<file path="config.mk">
export PLATFORM = sky130hd
export DESIGN_NAME = interval_timer_watchdog
export DESIGN_NICKNAME = d
export VERILOG_FILES = /design/src/rtl/itw_pkg.sv /design/src/rtl/interval_timer_watchdog.sv
export SDC_FILE = /design/constraint.sdc
export NUM_CORES = 1
export LEC_CHECK = 0
export ABC_CLOCK_PERIOD_IN_PS = 5700
export BUFFER_PORTS_ARGS = -buffer_cell sky130_fd_sc_hd__buf_2
export CORE_MARGIN = 5
export CORE_UTILIZATION = 55
export DETAILED_ROUTE_END_ITERATION = 8
export GPL_TIMING_DRIVEN = 0
export PLACE_DENSITY = 0.82
export REMOVE_ABC_BUFFERS = 1
export SLEW_MARGIN = 25
export SYNTH_ARGS = -nofsm -noshare
export SYNTH_HDL_FRONTEND = slang
export SYNTH_SLANG_ARGS = --single-unit
</file>
<file path="constraint.sdc">
create_clock -name i_core_clk -period 5.7 [get_ports i_core_clk]
set_clock_uncertainty 0.2 [all_clocks]
set_input_delay 1.71 -clock i_core_clk [delete_from_list [all_inputs] [get_ports i_core_clk]]
set_output_delay 1.71 -clock i_core_clk [all_outputs]
set_load 0.02 [all_outputs]
</file>
<file path="src/rtl/itw_pkg.sv">
// package for the interval timer / watchdog block
// assumes a byte-wide register port and one core clock
package itw_pkg;
	localparam int CLK_HZ = 20000000;
	localparam int CLK_PERIOD_NS = 50;
	localparam logic [7:0] ADDR_BASIC_COUNT = 8'hf1;
	localparam logic [7:0] ADDR_CLOCK_CONTROL = 8'hf2;
	localparam logic [7:0] ADDR_WDOG_COMPARE = 8'hf4;
	localparam logic [7:0] ADDR_WDOG_DISABLE = 8'hf6;
	localparam logic [7:0] ADDR_IRQ_STATUS = 8'hf8;
	localparam logic [7:0] ADDR_IRQ_MASK = 8'hf9;
	localparam logic [7:0] CLOCK_CONTROL_RESET = 8'h17;
	localparam logic [7:0] WDOG_COMPARE_RESET = 8'h7f;
	localparam logic [7:0] WDOG_DISABLE_RESET = 8'h00;
	localparam logic [7:0] WDOG_DISABLE_CODE = 8'ha5;
	localparam int CC_FUNC_SEL_BIT = 4;
	localparam int CC_CLEAR_BIT = 3;
	localparam int WC_CLEAR_BIT = 7;
	localparam int IRQ_BASIC_BIT = 0;
	localparam int IRQ_WDOG_BIT = 1;
	localparam int PRESCALE_W = 10;

	typedef struct packed {
		logic [7:0] addr;
		logic [7:0] wdata;
		logic wr;
		logic rd;
	} reg_req_t;
endpackage

</file>
<file path="src/rtl/interval_timer_watchdog.sv">
// basic interval timer with 7-bit watchdog / periodic timer
// assumes bus inputs synchronous to i_core_clk; fxin is the core clock
//
// Local design decision: the strobed register port.
`timescale 1ns/1ps
module interval_timer_watchdog
	import itw_pkg::*;
(
	// clock and reset
	input wire logic i_core_clk,
	input wire logic i_reset,
	// register port
	input wire logic [7:0] i_addr,
	input wire logic [7:0] i_wdata,
	input wire logic i_wr,
	input wire logic i_rd,
	output logic [7:0] o_rdata,
	// events
	output logic o_irq,
	output logic o_basic_overflow_irq,
	output logic o_watchdog_irq,
	output logic o_cpu_reset
);
	reg_req_t req;
	logic [PRESCALE_W-1:0] pre_r;
	logic [7:0] basic_counter_value_r;
	logic [6:0] wdog_cnt_r;
	logic [2:0] basic_source_select_r;
	logic watchdog_function_select_r;
	logic basic_counter_clear_r;
	logic watchdog_counter_clear_r;
	logic [6:0] watchdog_compare_value_r;
	logic [7:0] watchdog_disable_code_reg_r;
	logic [1:0] irq_status_r;
	logic [1:0] irq_mask_r;
	logic tick;
	logic ovf;
	logic match;
	logic [1:0] irq_set;
	logic [7:0] rdata_nxt;

	assign req = '{addr: i_addr, wdata: i_wdata, wr: i_wr, rd: i_rd};

	// divider tap for the selected source; pulses once every 2^(sel+3) clocks
	function automatic logic tap_pulse(input logic [PRESCALE_W-1:0] p,
		input logic [2:0] sel);
		logic [PRESCALE_W-1:0] m;
		m = PRESCALE_W'((32'h8 << sel) - 32'h1);
		tap_pulse = ((p & m) == m);
	endfunction

	// prescaler free-runs; the counter only steps on selected tap
	always_ff @(posedge i_core_clk) begin
		if (i_reset) begin
			pre_r <= '0;
		end else begin
			pre_r <= pre_r + 1'b1;
		end
	end

	assign tick = tap_pulse(pre_r, basic_source_select_r);
	assign ovf = tick && (basic_counter_value_r == 8'hff);
	assign match = (wdog_cnt_r == watchdog_compare_value_r);

	// basic counter; its value after reset is not promised to software
	always_ff @(posedge i_core_clk) begin
		if (i_reset) begin
			basic_counter_value_r <= 8'h00;
		end else if (basic_counter_clear_r) begin
			basic_counter_value_r <= 8'h00;
		end else if (tick) begin
			basic_counter_value_r <= basic_counter_value_r + 8'h01;
		end
	end

	// watchdog counter steps on basic overflow only
	always_ff @(posedge i_core_clk) begin
		if (i_reset) begin
			wdog_cnt_r <= 7'h00;
		end else if (watchdog_counter_clear_r) begin
			wdog_cnt_r <= 7'h00;
		end else if (ovf) begin
			if (match && !watchdog_function_select_r) begin
				wdog_cnt_r <= 7'h00;
			end else begin
				wdog_cnt_r <= wdog_cnt_r + 7'h01;
			end
		end
	end

	// match is only taken on a step so one event per interval
	assign irq_set[IRQ_BASIC_BIT] = ovf;
	assign irq_set[IRQ_WDOG_BIT] = ovf && match;

	// control registers
	always_ff @(posedge i_core_clk) begin
		if (i_reset) begin
			basic_source_select_r <= CLOCK_CONTROL_RESET[2:0];
			basic_counter_clear_r <= CLOCK_CONTROL_RESET[CC_CLEAR_BIT];
			watchdog_function_select_r <= CLOCK_CONTROL_RESET[CC_FUNC_SEL_BIT];
			watchdog_counter_clear_r <= WDOG_COMPARE_RESET[WC_CLEAR_BIT];
			watchdog_compare_value_r <= WDOG_COMPARE_RESET[6:0];
			watchdog_disable_code_reg_r <= WDOG_DISABLE_RESET;
			irq_mask_r <= 2'h0;
		end else begin
			basic_counter_clear_r <= 1'b0;
			watchdog_counter_clear_r <= 1'b0;
			if (req.wr) begin
				case (req.addr)
					ADDR_CLOCK_CONTROL: begin
						basic_source_select_r <= req.wdata[2:0];
						basic_counter_clear_r <= req.wdata[CC_CLEAR_BIT];
						watchdog_function_select_r <= req.wdata[CC_FUNC_SEL_BIT];
					end
					ADDR_WDOG_COMPARE: begin
						watchdog_compare_value_r <= req.wdata[6:0];
						watchdog_counter_clear_r <= req.wdata[WC_CLEAR_BIT];
					end
					ADDR_WDOG_DISABLE: begin
						watchdog_disable_code_reg_r <= req.wdata;
					end
					ADDR_IRQ_MASK: begin
						irq_mask_r <= req.wdata[1:0];
					end
					default: begin
					end
				endcase
			end
		end
	end

	// sticky status; a new event beats the read-clear
	always_ff @(posedge i_core_clk) begin
		if (i_reset) begin
			irq_status_r <= 2'h0;
		end else if (req.rd && req.addr == ADDR_IRQ_STATUS) begin
			irq_status_r <= irq_set;
		end else begin
			irq_status_r <= irq_status_r | irq_set;
		end
	end

	// read mux; the count register ignores writes
	always_comb begin
		rdata_nxt = 8'h00;
		case (req.addr)
			ADDR_BASIC_COUNT: rdata_nxt = basic_counter_value_r;
			ADDR_CLOCK_CONTROL: rdata_nxt = {3'h0, watchdog_function_select_r,
				basic_counter_clear_r, basic_source_select_r};
			ADDR_WDOG_COMPARE: rdata_nxt = {watchdog_counter_clear_r,
				watchdog_compare_value_r};
			ADDR_WDOG_DISABLE: rdata_nxt = watchdog_disable_code_reg_r;
			ADDR_IRQ_STATUS: rdata_nxt = {6'h00, irq_status_r};
			ADDR_IRQ_MASK: rdata_nxt = {6'h00, irq_mask_r};
			default: rdata_nxt = 8'h00;
		endcase
	end

	always_ff @(posedge i_core_clk) begin
		if (i_reset) begin
			o_rdata <= 8'h00;
		end else begin
			o_rdata <= req.rd ? rdata_nxt : 8'h00;
		end
	end

	// outputs, all registered
	always_ff @(posedge i_core_clk) begin
		if (i_reset) begin
			o_irq <= 1'b0;
			o_basic_overflow_irq <= 1'b0;
			o_watchdog_irq <= 1'b0;
			o_cpu_reset <= 1'b0;
		end else begin
			o_irq <= |((irq_status_r | irq_set) & irq_mask_r);
			o_basic_overflow_irq <= irq_set[IRQ_BASIC_BIT];
			// a match always pulses the interrupt, in either role
			o_watchdog_irq <= irq_set[IRQ_WDOG_BIT];
			// exact byte compare, so near-miss codes leave reset armed
			o_cpu_reset <= irq_set[IRQ_WDOG_BIT] && watchdog_function_select_r
				&& (watchdog_disable_code_reg_r != WDOG_DISABLE_CODE);
		end
	end
endmodule

</file>
==> results_dict.tcl, run 1 <==
set metrics [dict create \
    fin_tns_setup_ps 0 \
    dpl.hpwl_microns 4360 \
    die_y_microns 81.0 \
    gp_congestion 0.811 \
    core_sq_mm 0.00482 \
    min_path_type "reg2reg" \
    netlist_instances 316 \
    max_slew_margin_pct 44.0 \
    clock-sinks 62 \
    regArea_sq_mm 0.00124 \
    yosys_warnings 0 \
    ant_nets 0 \
    nets 364 \
    grt_max_degree 45 \
    hold_violations 0 \
    cts-root-buf "clkbuf_8" \
    wl_per_cell_microns 15.0 \
    numCtsBuffers 9 \
    max_cap_violations 0 \
    tightest_slew_ps 837 \
    yosysSeqAreaShare_pct 44.8 \
    drt_pass1_iterations 4 \
    pin_count 32 \
    clk_transition_reported_paths_ps 60 \
    required_ps 5730 \
    multi_input_area_sq_mm 0.00146 \
    timing.fmax_mhz 279 \
    clockBufferDepth 2 \
    diodes 0 \
    slowest_delay_ps 640 \
    wl_microns 6180 \
    drive_gt1_share_pct 14.5 \
    drt_iter0_drc 235 \
    drc 0 \
    status "finished clean" \
    synth-seq-cells 62 \
    synth_xor_area_share_pct 4.74 \
    synth_compound_area_share_pct 19.6 \
    synth_top_area_cell "dfxtp_1" \
    cts_tree "done" \
    fin_ws_ps 2120 \
    synth_edf_count 0 \
    viasPerCell 5.91 \
    htreeDepth 3 \
    crit_slowest_cell "nor2_1" \
    num_rows 25 \
    grt_overflow 0 \
    synth_ff_type "dfxtp_1" \
    cp.arrival_ps 3610 \
    vias 2428 \
    fin_crit_sh_pct 62.8 \
    grt.total_usage_pct 20.4 \
    setup_viol 0 \
    power_density_mw_per_mm2 258 \
    period_minus_slack_ps 3580 \
    regToRegSetupSlack_ps 3220 \
    syn_to_final_growth_pct 12.8 \
    n_fill_cell 446 \
    synthAdderAreaFrac_pct 1.36 \
    dieArea_sq_mm 0.00655 \
    drv_slew 0 \
    yosys.area.top_type_share_pct 44.8 \
    syn_area_sq_mm 0.00277 \
    crit_path_frequent_cell "nor2_1" \
    cp_cell_sequence "buf_2, nor2_1, nand3_1, nor2_1, nand2_1, a211o_1" \
    p_leak_nw 1.10 \
    synth_top_family_by_area "simple AND/OR/NAND/NOR gates" \
    postCtsSetupBuffers 0 \
    start_util_pct 57.5 \
    grt_pass1_wl_microns 10300 \
    crit_type "in2reg" \
    grt_pass1_vias 2236 \
    fp.dieW_microns 81.0 \
    preCtsSetupSlack_ps 1800 \
    endpoint_kind "flip-flop" \
    clk_latency_ps 340 \
    worstSetupStartpointType "input pin" \
    critPathMaxFanout 16 \
    async_flop_share_pct 0 \
    hold_buffers 0 \
    synthDistinctLibCells 46 \
    portBuffers 31 \
    syn_avg_cell_area_sq_um 8.76 \
    rsz0062_at_grt "false" \
    synth_top_cells_by_area "dfxtp_1 (45%), a21oi_1 (6.1%), nand2_1 (4.5%)" \
    synth.area.mux_share_pct 1.90 \
    vdd_drop_max_mv 0.203 \
    cts_resized 0 \
    antenna_found_initial 0 \
    synthSimpleGateAreaFrac_pct 24.6 \
]
[worst max-delay path: cells and delay by family]
| family | cells | cell delay (ps) |
|---|---|---|
| AND/OR/NAND/NOR | 4 | 1380 |
| AO/OA/AOI/OAI | 1 | 380 |
| buffers and inverters | 1 | 140 |
[cell type report]
class,instances,share of cell area [%]
Inverter,4,0.481
Timing Repair Buffer,31,4.97
Tap cell,67,2.68
Sequential cell,62,39.7
Clock buffer,13,5.41
Multi-Input combinational cell,233,46.6
Clock inverter,1,0.160
[logic make-up after synthesis]
family,after synthesis
and+or+nand+nor,129
AOI/OAI and AO/OA,81
DFF,62
buffers and inverters,21
xor gates and xnor gates,15
muxes,5
adders and majority gates,3
[where the power goes]
part           internal, W  switching, W
clock             0.000188      0.000155
sequential        0.000435    0.00000151
combinational   0.00000998     0.0000177
total             0.000633      0.000174
[synthesized netlist by cell type, types with 4 or more instances]
cell type	instances
dfxtp_1	62
a21oi_1	34
nand2_1	33
nor2_1	22
nand3_1	13
and3_1	12
clkbuf_1	12
or3_1	12
xor2_1	12
a211o_1	11
o21ai_0	9
a22oi_1	6
nand4_1	6
o31ai_1	6
or4_1	6
and2_1	5
buf_2	4
inv_1	4
[through the flow]
step / hold slack [ps] / util (%) / std cells / power, W / area [sq um]
after global placement: 231 / 61.0 / 397 / 0.000473 / 2940
after detailed placement: 240 / 61.2 / 397 / 0.000474 / 2950
final: 251 / 64.9 / 411 / 0.000808 / 3120
after global routing: 290 / 64.9 / 411 / 0.000841 / 3120
after floorplan: 216 / - / 299 / 0.000455 / 2700
after CTS: 255 / 64.9 / 411 / 0.000816 / 3120
[registers in the layout (all words and copies together), names as in the netlist, 2 cells and up]
signal                       flops
watchdog_disable_code_reg_r      8
basic_source_select_r            3
basic_counter_value_r            8
irq_mask_r                       2
watchdog_compare_value_r         7
irq_status_r                     2
o_rdata                          8
wdog_cnt_r                       7
pre_r                           10
[metal layers]
metal	part of all wire, %	wire [microns]	track usage, %
met5	0	0	0
met4	2.4	149	8.45
met3	6.5	400	7.32
met2	47	2920	31.7
met1	44	2710	25.5
[final timing paths]
kind                                               endpoint  cells after the start                startpoint
worst max register to register                wdog_cnt_r[6]                      6  basic_counter_value_r[0]
worst min-delay path                               pre_r[0]                      1                  pre_r[0]
worst min register to register                     pre_r[0]                      1                  pre_r[0]
worst max-delay path            watchdog_compare_value_r[6]                      6                 i_addr[0]
[layout by cell type (no fill, tap or decap), types with 3 or more instances in the layout]
| master | instances |
|---|---|
| a211o_1 | 11 |
| a21oi_1 | 34 |
| a222oi_1 | 3 |
| a22oi_1 | 6 |
| and2_1 | 5 |
| and3_1 | 12 |
| buf_2 | 31 |
| clkbuf_8 | 12 |
| dfxtp_1 | 62 |
| ha_1 | 3 |
| inv_1 | 4 |
| mux2i_1 | 3 |
| nand2_1 | 33 |
| nand3_1 | 13 |
| nand4_1 | 6 |
| nor2_1 | 22 |
| nor3_1 | 3 |
| nor3b_1 | 3 |
| o21ai_0 | 9 |
| o31ai_1 | 6 |
| or3_1 | 12 |
| or4_1 | 6 |
| xnor2_1 | 3 |
| xor2_1 | 12 |
(Power assumes the default switching activity.)
==> inputs of run 2 (changes only) <==
Settings changed: ABC_CLOCK_PERIOD_IN_PS 5700 to 3250, CORE_UTILIZATION 55 to 52, PLACE_DENSITY 0.82 to 0.81.
Clock period 5.7 ns to 3.25 ns, I/O delays scaled along.
==> results_dict.tcl, run 2 (synthesis results as in run 1) <==
set metrics [dict create \
    status "finished clean" \
    postCtsSetupBuffers 0 \
    fp.dieW_microns 83.0 \
    wl_microns 6320 \
    fin_crit_sh_pct 89.5 \
    clock-sinks 62 \
    syn_to_final_growth_pct 12.3 \
    cts_tree "done" \
    mostFrequentLayoutCells "dfxtp_1 (62), a21oi_1 (34), nand2_1 (33)" \
    drc 0 \
    slowest_delay_ps 700 \
    crit_buf_inv 1 \
    r2r-end "wdog_cnt_r[2]" \
    numCtsBuffers 9 \
    start_util_pct 53.9 \
    hold_violations 0 \
    grt_pass1_vias 2246 \
    fin_tns_setup_ps 0 \
    grt_pass1_wl_microns 10600 \
    worstSetupStartpointType "input pin" \
    clk_latency_ps 350 \
    power_density_mw_per_mm2 444 \
    cp_cell_sequence "buf_2, nor2_1, nand3_1, nor2_1, nand2_1, a211o_1" \
    setup_viol 0 \
    clockBufferDepth 2 \
    grt_max_degree 45 \
    wl_per_cell_microns 15.3 \
    portBuffers 31 \
    hold_path_startpoint "pre_r[0]" \
    vdd_drop_max_mv 0.343 \
    cts-root-buf "clkbuf_8" \
    placed_cells 400 \
    max_cap_violations 0 \
    min_to "pre_r[0]" \
    ant_nets 0 \
    viasPerCell 5.93 \
    min_path_type "reg2reg" \
    final_cells 414 \
    hold_buffers 0 \
    pin_count 32 \
    crit_path_frequent_cell "nor2_1" \
    drv_slew 0 \
    critPathMaxFanout 16 \
    holdPathStages 1 \
    drt_iter0_drc 186 \
    gp_congestion 0.821 \
    crit_type "in2reg" \
    critPathTopFamily "simple AND/OR/NAND/NOR gates" \
    nets 364 \
    vias 2456 \
    core_sq_mm 0.00514 \
    final_common_cell "dfxtp_1" \
    num_rows 26 \
    antenna_found_initial 0 \
    regMostFlops "pre_r" \
    largest_reg_flops 10 \
    worstReg2RegStart "basic_source_select_r[1]" \
    n_fill_cell 482 \
    crit_slowest_cell "nor2_1" \
    period_minus_slack_ps 2910 \
    grt.total_usage_pct 18.7 \
    required_ps 3290 \
    regToRegSetupSlack_ps 770 \
    rsz0062_at_grt "false" \
    grt_overflow 0 \
    diodes 0 \
    cts_resized 0 \
    tightest_slew_ps 924 \
    max_slew_margin_pct 38.1 \
    cp.arrival_ps 2940 \
    clk_transition_reported_paths_ps 60 \
    die_y_microns 83.0 \
    drt_pass1_iterations 5 \
    drive_gt1_share_pct 14.2 \
    timing.fmax_mhz 344 \
    dpl.hpwl_microns 4350 \
    htreeDepth 3 \
    p_leak_nw 1.09 \
    rr_worst_depth 5 \
    dieArea_sq_mm 0.00688 \
    endpoint_kind "flip-flop" \
]
[run 2: cell types whose count changed in the layout (fill, tap and decap cells not counted)]
| cell | delta |
|---|---|
| clkbuf_8 | -2 |
| clkbuf_1 | +1 |
| clkinv_2 | +1 |
[run 2: stage by stage]
stage / hold slack, ps / instance area [sq um] / power [W] / util [%] / worst slack, ps
floorplan: 216 / 2700 / 0.000799 / - / 608
global placement: 231 / 2940 / 0.000830 / 57.3 / 85.9
detailed placement: 242 / 2950 / 0.000832 / 57.5 / 12.1
CTS: 257 / 3110 / 0.00139 / 60.5 / 384
global route: 272 / 3110 / 0.00143 / 60.5 / 204
finish: 250 / 3110 / 0.00138 / 60.5 / 341
[run 2: how the worst max path moves through the flow]
| stage | start | to | slack (ps) | cells past startpoint |
|---|---|---|---|---|
| floorplan | i_addr[6] | watchdog_compare_value_r[0] | 610 | 5 |
| global placement | i_addr[0] | watchdog_compare_value_r[3] | 90 | 6 |
| detailed placement | i_addr[0] | watchdog_compare_value_r[6] | 10 | 6 |
| CTS | i_addr[0] | watchdog_compare_value_r[6] | 380 | 6 |
| global route | i_addr[0] | watchdog_compare_value_r[4] | 200 | 6 |
| finish | i_addr[0] | watchdog_compare_value_r[6] | 340 | 6 |
[run 2: per-layer routing]
metal  routed length [microns]  GRT usage (%)  share of wire [%]
met4                       149           7.88                2.4
met5                         0              0                  0
met1                      2730           22.5                 43
met2                      3110           30.0                 49
met3                       326           6.83                5.2
[run 2: power by group]
| part | switching, W | leakage [nW] | total (W) | internal (W) |
|---|---|---|---|---|
| combinational | 0.0000320 | 0.510 | 0.0000496 | 0.0000175 |
| sequential | 0.00000264 | 0.500 | 0.000766 | 0.000764 |
| clock | 0.000278 | 0.0821 | 0.000565 | 0.000287 |
| total | 0.000313 | 1.09 | 0.00138 | 0.00107 |
[run 2: final cells by class]
cell class	count	area [sq um]	area share, %
tap	70	87.6	2.82
inverter	4	15.0	0.483
clock inverter	2	10.0	0.322
multi-input combinational	233	1460	46.8
timing repair buffer	31	155	4.99
sequential	62	1240	39.9
clock buffer	12	145	4.67
==> inputs of run 3 (changes only) <==
Settings changed: BUFFER_PORTS_ARGS -buffer_cell sky130_fd_sc_hd__buf_2 to default, CORE_UTILIZATION 52 to 55, CTS_CLUSTER_SIZE from default to 20, DONT_BUFFER_PORTS from default to 1, PLACE_DENSITY 0.81 to 0.79.
==> results_dict.tcl, run 3 (synthesis results as in run 1) <==
set metrics [dict create \
    tightest_slew_ps 903 \
    timing.fmax_mhz 368 \
    wl_per_cell_microns 16.4 \
    viasPerCell 6.14 \
    fp.dieW_microns 81.0 \
    syn_to_final_growth_pct 9.94 \
    final_cells 382 \
    antenna_found_initial 0 \
    regMostFlops "pre_r" \
    max_slew_margin_pct 39.7 \
    placed_cells 366 \
    regArea_sq_mm 0.00124 \
    period_minus_slack_ps 2720 \
    grt_pass1_vias 2283 \
    grt_overflow 0 \
    drv_slew 0 \
    setup_viol 0 \
    multi_input_area_sq_mm 0.00146 \
    cp_cell_sequence "and4_1, nand3_1, nor2_1, nand2_1, a211o_1" \
    die_y_microns 81.0 \
    cp.arrival_ps 2740 \
    critPathMaxFanout 16 \
    power_density_mw_per_mm2 532 \
    n_fill_cell 428 \
    vias 2347 \
    fin_tns_setup_ps 0 \
    ant_nets 0 \
    num_rows 25 \
    crit_type "in2reg" \
    min_path_type "reg2reg" \
    core_sq_mm 0.00482 \
    slowest_delay_ps 660 \
    hold_buffers 0 \
    crit_slowest_cell "nor2_1" \
    fin_crit_sh_pct 83.6 \
    gp_congestion 0.854 \
    dieArea_sq_mm 0.00655 \
    cts_tree "done" \
    htreeDepth 3 \
    clockBufferDepth 2 \
    p_leak_nw 0.992 \
    hold_violations 0 \
    nets 333 \
    pin_count 32 \
    numCtsBuffers 9 \
    required_ps 3270 \
    grt.total_usage_pct 21.2 \
    drt_iter0_drc 151 \
    start_util_pct 57.5 \
    power_w 0.00162 \
    clk_transition_reported_paths_ps 60 \
    final_common_cell "dfxtp_1" \
    largest_reg_flops 10 \
    vdd_drop_max_mv 0.277 \
    wl_microns 6250 \
    cts-root-buf "clkbuf_8" \
    dpl.hpwl_microns 4320 \
    drc 0 \
    clk_latency_ps 340 \
    endpoint_kind "flip-flop" \
    grt_pass1_wl_microns 10600 \
    rsz0062_at_grt "false" \
    drt_pass1_iterations 5 \
    clock-sinks 62 \
    portBuffers 0 \
    drive_gt1_share_pct 6.35 \
    diodes 0 \
    postCtsSetupBuffers 0 \
    cts_resized 0 \
    max_cap_violations 0 \
    worstSetupStartpointType "input pin" \
    mostFrequentLayoutCells "dfxtp_1 (62), a21oi_1 (34), nand2_1 (33)" \
    finish.utilization_pct 63.2 \
    status "finished clean" \
    grt_max_degree 45 \
]
==> run 3: changes by cell type in the layout (fill, tap and decap cells not counted), sizes merged <==
cell	before	now
clkbuf	12	13
bufinv	0	3
clkinv	2	0
buf	31	0
==> run 3: path summary, 6_finish.rpt <==
check	startpoint	end	slack, ps	cells past startpoint
setup / recovery	i_addr[6]	watchdog_compare_value_r[5]	530	5
hold / removal	pre_r[0]	pre_r[0]	240	1
setup reg to reg	basic_source_select_r[0]	wdog_cnt_r[6]	790	5
hold reg to reg	pre_r[0]	pre_r[0]	240	1
==> run 3: through the flow <==
step	hold slack [ps]	worst slack [ps]	instance area (sq um)
2_1_floorplan	216	608	2700
3_3_place_gp	230	282	2780
3_5_place_dp	237	225	2800
4_1_cts	247	591	3040
5_1_grt	261	398	3040
6_report	242	532	3040
==> run 3: worst max-delay path: cells and delay by family <==
kind / cells / cell delay [ps]
simple gates: 4 / 1380
compound gates: 1 / 370
==> run 3: per-layer routing <==
| metal | GRT usage [%] | wire length, microns | part of all wire, % |
|---|---|---|---|
| met5 | 0 | 0 | 0 |
| met4 | 9.97 | 128 | 2.0 |
| met3 | 7.76 | 402 | 6.4 |
| met2 | 34.4 | 2990 | 48 |
| met1 | 24.8 | 2740 | 44 |
==> run 3: where the power goes <==
| part | switching, W | internal (W) | total (W) |
|---|---|---|---|
| Sequential | 0.00000262 | 0.000763 | 0.000766 |
| Clock | 0.000281 | 0.000552 | 0.000833 |
| Combinational | 0.00000943 | 0.00000954 | 0.0000190 |
==> run 3: area by class of cell <==
class | count | share of cell area, %
multi-input combinational | 233 | 47.8
inverter | 4 | 0.493
sequential | 62 | 40.8
clock buffer | 13 | 5.22
tap | 67 | 2.75
clock inverter | 3 | 2.96
